File: src/core/ccg_pkg.sv
// Package: constants for the clock generator and wait controller
package ccg_pkg;
    // Master oscillator figures
    localparam int unsigned OSC_FREQ_MHZ  = 16;
    localparam int unsigned CPU_FREQ_MHZ  = 4;
    localparam int unsigned PER2_FREQ_MHZ = 2;
    localparam int unsigned PER1_FREQ_MHZ = 1;
    // Divider width and tap positions, derived from the ratios
    localparam int unsigned DIV_W      = 4;
    localparam int unsigned TAP_CPU    = $clog2(OSC_FREQ_MHZ / CPU_FREQ_MHZ) - 1;
    localparam int unsigned TAP_PER2   = $clog2(OSC_FREQ_MHZ / PER2_FREQ_MHZ) - 1;
    localparam int unsigned TAP_PER1   = $clog2(OSC_FREQ_MHZ / PER1_FREQ_MHZ) - 1;
    localparam logic [3:0]  DIV_RESET  = 4'h0;
    // Ready timeout
    localparam int unsigned TMO_CYCLES = 16;
    localparam int unsigned TMO_W      = 5;
    localparam logic [4:0]  TMO_LIMIT  = 5'(TMO_CYCLES);
    localparam logic [4:0]  TMO_RESET  = 5'h00;
    // Status codes that stop the timeout counter (state lines 3..1)
    localparam logic [2:0]  ST_INTERNAL_OP = 3'h0;
    localparam logic [2:0]  ST_REFRESH     = 3'h1;
    // Single-step sequencer
    typedef enum logic [1:0] {
        CCG_STEP_HALT = 2'b00,
        CCG_STEP_OPEN = 2'b01,
        CCG_STEP_DONE = 2'b10
    } ccg_step_t;
endpackage : ccg_pkg

File: src/core/ccg_status_decode.sv
// Module: decode of the processor status lines for the timeout gate
`timescale 1ns/10ps
`default_nettype none
module ccg_status_decode #(
    parameter logic [2:0] INTERNAL_CODE = ccg_pkg::ST_INTERNAL_OP,
    parameter logic [2:0] REFRESH_CODE  = ccg_pkg::ST_REFRESH
) (
    // Status lines
    input  wire logic cpu_state_line_1,
    input  wire logic cpu_state_line_2,
    input  wire logic cpu_state_line_3,
    // Decoded gate
    output logic      counter_blocked
);
    wire logic [2:0] code;
    wire logic       is_internal;
    wire logic       is_refresh;

    assign code            = {cpu_state_line_3, cpu_state_line_2, cpu_state_line_1};
    assign is_internal     = (code == INTERNAL_CODE);
    assign is_refresh      = (code == REFRESH_CODE);
    assign counter_blocked = is_internal | is_refresh;
endmodule : ccg_status_decode
`default_nettype wire

File: src/core/ccg_clock_wait.sv
// Module: clock dividers, clock outputs and processor wait control
//
// Overview of operation
// - One 16 MHz oscillator times every clock
// - Divide oscillator by four for processor clock
// - Buffered undivided oscillator on separate output
// - Synchronous 2 MHz and 1 MHz peripheral clocks
// - Logic-level copy of processor clock
// - Common clear puts all dividers in phase
// - Wait from run/halt, single-step and ready
// - Halt holds active-low wait asserted
// - Timeout caps peripheral wait at 16 cycles
// - Guarded expiry drives flag high, and wait high unless halt holds it
// - Status decode stops counter in internal/refresh
`timescale 1ns/10ps
`default_nettype none
module ccg_clock_wait (
    // Clock and reset
    input  wire logic clk,
    input  wire logic reset,
    // Oscillator
    input  wire logic osc_in,
    // Divider control
    input  wire logic div_clear,
    // Clock outputs
    output logic      mem_clk,
    output logic      cpu_clk,
    output logic      cpu_clk_ttl,
    output logic      per_clk_2m,
    output logic      per_clk_1m,
    // Wait control inputs
    input  wire logic run_halt_n,
    input  wire logic single_step,
    input  wire logic ready_n,
    input  wire logic bus_cycle_end,
    input  wire logic timeout_enable,
    // Status lines
    input  wire logic cpu_state_line_1,
    input  wire logic cpu_state_line_2,
    input  wire logic cpu_state_line_3,
    // Wait outputs
    output logic      wait_n,
    output logic      timeout
);
    // ========================================================
    // Dividers
    // ========================================================
    // The divider counts on clk, which stands for the 16 MHz oscillator
    // edge; osc_in is only buffered onward.
    logic [ccg_pkg::DIV_W-1:0] div_count;
    wire  logic [ccg_pkg::DIV_W-1:0] next_div_count;

    wire  logic                      div_zero;

    assign next_div_count = div_count + 4'h1;
    // Clear is synchronous, so it cannot glitch, but it can cut a derived clock's current phase short
    assign div_zero       = reset | div_clear;

    // Limitation: clk must run at the oscillator rate for the
    // derived frequencies to hold
    always_ff @(posedge clk) begin
        if (div_zero) begin
            div_count <= ccg_pkg::DIV_RESET;
        end else begin
            div_count <= next_div_count;
        end
    end

    // ========================================================
    // Clock outputs
    // ========================================================
    // Re-timed by one flip-flop: a cycle late, but free of glitches
    always_ff @(posedge clk) begin
        if (reset) begin
            mem_clk <= 1'b0;
        end else begin
            mem_clk <= osc_in;
        end
    end

    // All taps of one counter, so every derived clock stays in phase
    // Both processor copies share one bit, so they cannot skew
    assign cpu_clk     = div_count[ccg_pkg::TAP_CPU];
    assign cpu_clk_ttl = div_count[ccg_pkg::TAP_CPU];
    assign per_clk_2m  = div_count[ccg_pkg::TAP_PER2];
    assign per_clk_1m  = div_count[ccg_pkg::TAP_PER1];

    // ========================================================
    // Status decode
    // ========================================================
    wire  logic                      counter_blocked;

    // Codes live in the decoder, so another processor only changes
    // two parameters; status lines are taken as settled
    ccg_status_decode #(
        .INTERNAL_CODE (ccg_pkg::ST_INTERNAL_OP),
        .REFRESH_CODE  (ccg_pkg::ST_REFRESH)
    ) u_decode (
        .cpu_state_line_1 (cpu_state_line_1),
        .cpu_state_line_2 (cpu_state_line_2),
        .cpu_state_line_3 (cpu_state_line_3),
        .counter_blocked  (counter_blocked)
    );

    // ========================================================
    // Ready timeout
    // ========================================================
    logic [ccg_pkg::TMO_W-1:0]       tmo_count;
    wire  logic                      ready_req;
    wire  logic                      tmo_clear;
    wire  logic                      tmo_hit;
    wire  logic [ccg_pkg::TMO_W-1:0] next_tmo_count;

    assign ready_req      = ~ready_n;
    // Any break in the request starts the count afresh
    assign tmo_clear      = reset | ~ready_req | ~timeout_enable | counter_blocked;
    assign tmo_hit        = (tmo_count == ccg_pkg::TMO_LIMIT);
    // Five bits hold the limit itself, so saturation needs no wrap guard
    assign next_tmo_count = tmo_hit ? tmo_count : tmo_count + 5'h01;

    // Counter restarts with each new request and saturates at the limit
    always_ff @(posedge clk) begin
        if (tmo_clear) begin
            tmo_count <= ccg_pkg::TMO_RESET;
        end else begin
            tmo_count <= next_tmo_count;
        end
    end

    // Flag rises on the same edge as the wait release
    always_ff @(posedge clk) begin
        if (reset) begin
            timeout <= 1'b0;
        end else begin
            timeout <= tmo_hit;
        end
    end

    // ========================================================
    // Run/halt and single step
    // ========================================================
    ccg_pkg::ccg_step_t step_state;
    ccg_pkg::ccg_step_t next_step_state;

    logic               step_last;
    wire  logic         step_rise;
    wire  logic         step_idle;

    assign step_rise = single_step & ~step_last;
    assign step_idle = reset | run_halt_n;

    // A step asked for while one is open or closing is dropped
    always_comb begin
        next_step_state = step_state;
        unique case (step_state)
            ccg_pkg::CCG_STEP_HALT: begin
                if (step_rise) begin
                    next_step_state = ccg_pkg::CCG_STEP_OPEN;
                end
            end
            ccg_pkg::CCG_STEP_OPEN: begin
                if (bus_cycle_end) begin
                    next_step_state = ccg_pkg::CCG_STEP_DONE;
                end
            end
            ccg_pkg::CCG_STEP_DONE: begin
                next_step_state = ccg_pkg::CCG_STEP_HALT;
            end
            default: begin
                next_step_state = ccg_pkg::CCG_STEP_HALT;
            end
        endcase
    end

    // Running forces the sequencer back to its halted entry
    always_ff @(posedge clk) begin
        if (step_idle) begin
            step_state <= ccg_pkg::CCG_STEP_HALT;
        end else begin
            step_state <= next_step_state;
        end
    end

    // Tracked while running too, so a step pin held high across
    // the change to halt is not taken as a new step
    always_ff @(posedge clk) begin
        if (reset) begin
            step_last <= 1'b0;
        end else begin
            step_last <= single_step;
        end
    end

    // ========================================================
    // Wait output
    // ========================================================
    wire logic halt_wait;
    wire logic ready_wait;
    wire logic next_wait_n;

    assign halt_wait   = ~run_halt_n & (step_state != ccg_pkg::CCG_STEP_OPEN);
    // Released on the hit itself so wait and flag rise together;
    // the timeout frees a stuck peripheral but never overrides halt
    assign ready_wait  = ready_req & ~tmo_hit;
    assign next_wait_n = ~(halt_wait | ready_wait);

    // Registered so the processor never sees a decode glitch
    always_ff @(posedge clk) begin
        if (reset) begin
            wait_n <= 1'b1;
        end else begin
            wait_n <= next_wait_n;
        end
    end
endmodule : ccg_clock_wait
`default_nettype wire

File: config.mk
export PLATFORM = sky130hd
export DESIGN_NAME = ccg_clock_wait
export DESIGN_NICKNAME = d
export VERILOG_FILES = /design/src/core/ccg_pkg.sv /design/src/core/ccg_status_decode.sv /design/src/core/ccg_clock_wait.sv
export SDC_FILE = /design/constraint.sdc
export NUM_CORES = 1
export LEC_CHECK = 0
export BUFFER_PORTS_ARGS = -buffer_cell sky130_fd_sc_hd__buf_2
export CAP_MARGIN = 20
export CELL_PAD_IN_SITES_DETAIL_PLACEMENT = 1
export CELL_PAD_IN_SITES_GLOBAL_PLACEMENT = 1
export CORE_ASPECT_RATIO = 1.25
export CORE_UTILIZATION = 34
export DETAILED_ROUTE_END_ITERATION = 10
export GPL_TIMING_DRIVEN = 0
export PLACE_DENSITY = 0.74
export SYNTH_ARGS = -nofsm -noshare
export SYNTH_HDL_FRONTEND = slang
export SYNTH_SLANG_ARGS = --single-unit
export TNS_END_PERCENT = 100
File: constraint.sdc
create_clock -name clk -period 2.05 [get_ports clk]
set_clock_uncertainty 0.15 [all_clocks]
set_input_delay 0.205 -clock clk [delete_from_list [all_inputs] [get_ports clk]]
set_output_delay 0.205 -clock clk [all_outputs]
set_load 0.1 [all_outputs]
### Yosys cells after proc, flatten, opt, wreduce, memory -nomap -nowiden

Cells that the tools add are included.

| operators by class | value |
|---|---|
| $add $sub $neg | 2 |
| equality and inequality tests | 6 |
| muxes and demuxes | 3 |
| bitwise operators | 16 |
| reduce and logical (&&, ||, !) cells | 3 |

Operators by type and width:

| kind | number |
|---|---|
| $or 1x1->1 | 7 |
| $not 1->1 | 6 |
| $add 5x1->5 const B | 1 |
| $eq 5x5->1 const B | 1 |
| $add 4x1->4 const B | 1 |
| $mux 2 | 2 |
| $ne 2x2->1 const B | 2 |
| $pmux 2 s2 | 1 |
| $and 1x1->1 | 3 |
| $eq 3x1->1 const B | 1 |
| $logic_not 3->1 | 1 |
| $eq 2x1->1 const B | 1 |
| $logic_not 2->1 | 1 |
| $ne 2x1->1 const B | 1 |
| $reduce_and 2->1 | 1 |

| storage, ports and cells | value |
|---|---|
| flip-flop bits (word level) | 15 |
| input bits | 12 |
| output and inout port bits | 7 |
| logic and storage cells | 37 |

### Depth between registers and ports, before layout

| depth | value |
|---|---|
| word-level depth | 5 |
| gate-level depth with buffers | 6 |

### Hierarchy

A second synthesis with hierarchy kept.

| unflattened totals | value |
|---|---|
| cells, all modules | 56 |
| area, all modules | 581.8 um^2 |

Modules (own cells, without submodules):

| module | instances | cells an instance | area an instance (um^2) |
|---|---|---|---|
| ccg_clock_wait | 1 | 55 | 578.1 |
| ccg_status_decode | 1 | 1 | 3.8 |

### Worst setup path after synthesis

No wires, ideal clock.

| path | value |
|---|---|
| path kind | reg-to-output |
| from | reg div_count[1] (netlist bit) |
| to | out cpu_clk_ttl |
| arrival | 1.396 ns |
| required time | 1.695 ns |
| path slack | 0.299 ns |
| cell stages (with the launch flop) | 2 |
| path buffers | 1 |
| cells stage by stage | dfxtp_1 buf_4 |

RTL lines:

| what | line | source |
|---|---|---|
| start, declared | ccg_clock_wait.sv:50 | `logic [ccg_pkg::DIV_W-1:0] div_count;` |
| start signal, assigned | ccg_clock_wait.sv:63 | `div_count <= ccg_pkg::DIV_RESET;` |
| start signal, assigned | ccg_clock_wait.sv:65 | `div_count <= next_div_count;` |
| end, declared | ccg_clock_wait.sv:28 | `output logic cpu_clk_ttl,` |

No word-level cell between the ends.

### Worst setup path in the final report

| path | value |
|---|---|
| from | reg div_count[1] (netlist bit) |
| to | out cpu_clk_ttl |

No word-level cell between the ends.

==> metrics <==
status complete, but fails checks; failing checks hold timing; hold endpoint mem_clk; Sum Neg Setup Slack 0 ps; Worst Path Required 1690 ps; post-layout util 0.4620; synth unique cells 20; instance count of the mapped netlist 57; Slew HR 0.6791; Inserted Clock Buffers 3; Via-to-Cell Ratio 4.816; Hold Path Origin osc_in; crit end category output pin; Vias 472; post-synth net total 72; DRC 0; vias in the first global route 457; # rows 16; Synth top cells by count dfxtp_1 (15), nor3_1 (5), nor2_1 (4), nor2b_1 (4); Critical Path Max Stage Delay 410 ps; layout cell share with drive strength beyond 1 0.2750; Crit Path Class register to output pin; Initial Utilization 0.3647; Yosys reg bits 15; IO Port Bufs 17; Min-Delay Path Depth 2; clock tree sinks 15; Seq/Total Area, Yosys 0.5206; top cell type's share of synthesized area 0.5206; Synth area leader dfxtp_1; worst min path class primary input to register; Worst-path clk slew 80 ps; worst path cell trace buf_4 -> buf_2; Syn Area/Cell 10.12 um^2; RSZ-0062 raised after global routing no; Worst R2R End tmo_count[1]; Fin. Hold Viols 1; Setup crit start kind register; CTS resizes 0; H-tree depth 1; ANT cells 0; critical path arrival 1180 ps; TritonCTS clock tree yes; hold_ws -2.510 ps; WL/cell around 11 um; maximum VDD drop 316.3 uV; Power, Total 531.4 uW; worst slew pin tran 484.7 ps; leakage 0.3170 nW; gpl congestion 0.6543; f_max 652.9 MHz; leading post-synthesis cells by cell area dfxtp_1 (52%), ha_1 (6.5%), xnor2_1 (4.6%); MaxCap Viol Count 0; period utilization 0.7472; most common cell in the netlist dfxtp_1; Die W between 30 and 40 um; slowest CP cell buf_2; die height 48.05 um; clk_lat worst skew 270 ps; CTS max path bufs 2; DRT Wirelength approximately 1.0 mm; Worst Slack Setup Final about 520 ps; gr usage total 0.1392; min cycle time layout 1532 ps; Core Area 0.001582 mm^2; reg2reg setup slack 540 ps; antenna-violating nets left 0; DR pass1 iterations 4; detailed placement HPWL 804.7 um; largest net degree at the start of global routing 11; final setup fails 0; Place WS 519.3 ps; Post-Syn Area 576.8 um^2; die area ~0.0019 mm^2; Nets 96; Area growth syn-to-layout 26.68%; # IOs 19; worst r2r src tmo_count[0]; Post-synth ARST share 0; DR iter-0 viols 2; number of synthesized flops with an enable pin 0; first-pass GRT wire length 1.731 mm; Final Max Tran Viols 0; Root Buffer clkbuf_4; antenna violations before repair 0; Crit Path Max Fanout 4; global route total overflow 0; worst reg2reg path depth 6; top_reg_cell synth dfxtp_1; YS warnings 0; Power Density 727.2 mW/mm^2
kinds of logic (layout without fill, tap and decap cells):
logic type / count (synthesis) / count (layout) / share of synthesized area
AOI/OAI and AO/OA: 3 / 3 / 0.03254
DFF: 15 / 15 / 0.5206
xor gates and xnor gates: 6 / 6 / 0.09112
and+or+nand+nor: 23 / 23 / 0.2212
adders and majority gates: 3 / 3 / 0.06508
muxes: 1 / 1 / 0.01735
buffers and inverters: 6 / 29 / 0.05205
worst max-delay path by stage:
stage               depth (start not counted)            to          from  slack [ps]
finish                                      2   cpu_clk_ttl  div_count[1]         520
global placement                            6  tmo_count[1]  tmo_count[0]         550
detailed placement                          6  tmo_count[1]  tmo_count[0]         520
CTS                                         2   cpu_clk_ttl  div_count[1]         510
floorplan                                   1   cpu_clk_ttl  div_count[1]         300
global route                                6  tmo_count[1]  tmo_count[0]         410
where the power goes:
part           total, mW  switching, mW  leakage [nW]  internal [mW]
clock              0.164         0.0885        0.0150         0.0754
sequential         0.302        0.00399         0.122          0.298
combinational     0.0650         0.0441         0.180         0.0209
sequential cells by signal, indices dropped and copies added, names as in the netlist:
name        flops
wait_n          1
mem_clk         1
step_last       1
timeout         1
tmo_count       5
div_count       4
step_state      2
area by class of cell:
type	instances	area (um^2)
Timing Repair Buffer	19	105.1
Fill cell	193	850.8
Tap cell	18	22.52
Multi-Input combinational cell	36	246.5
Buffer	3	18.77
Inverter	3	11.26
Sequential cell	15	300.3
Clock buffer	4	26.28
routing by layer:
metal,vias up,GRT usage,share of wire
li1,238,-,-
met1,220,0.1543,0.44
met2,12,0.2333,0.51
met3,2,0.02791,0.038
met4,0,0.1034,0.017
met5,-,0,0
placed cells by master, fill, tap and decap left out:
| cell | n |
|---|---|
| a21oi_1 | 1 |
| buf_2 | 17 |
| buf_4 | 2 |
| clkbuf_1 | 2 |
| clkbuf_4 | 3 |
| dfxtp_1 | 15 |
| dlygate4sd3_1 | 2 |
| ha_1 | 3 |
| inv_1 | 3 |
| mux2i_1 | 1 |
| nand2_1 | 1 |
| nand2b_1 | 1 |
| nand3_1 | 3 |
| nor2_1 | 4 |
| nor2b_1 | 4 |
| nor3_1 | 5 |
| nor3b_1 | 2 |
| nor4_1 | 2 |
| nor4bb_1 | 1 |
| o211ai_1 | 1 |
| o22ai_1 | 1 |
| xnor2_1 | 3 |
| xor2_1 | 3 |
worst max-delay path, delay by kind of cell, from the launching register on:
family,cells,cell delay [ps]
DFF,1,380
buffers and inverters,2,530
what timing repair did:
item | CTS | global route
hold buffers | 2 | 0
hold endpoints to repair | 6 | 0
setup buffers | 0 | 0
per-stage QoR:
step	cell area, um^2	cells
floorplan	576.8	57
global placement	684.4	92
detailed placement	684.4	92
CTS	730.7	98
global route	730.7	98
finish	730.7	98
Note: power is estimated with default switching activity, not from simulation.
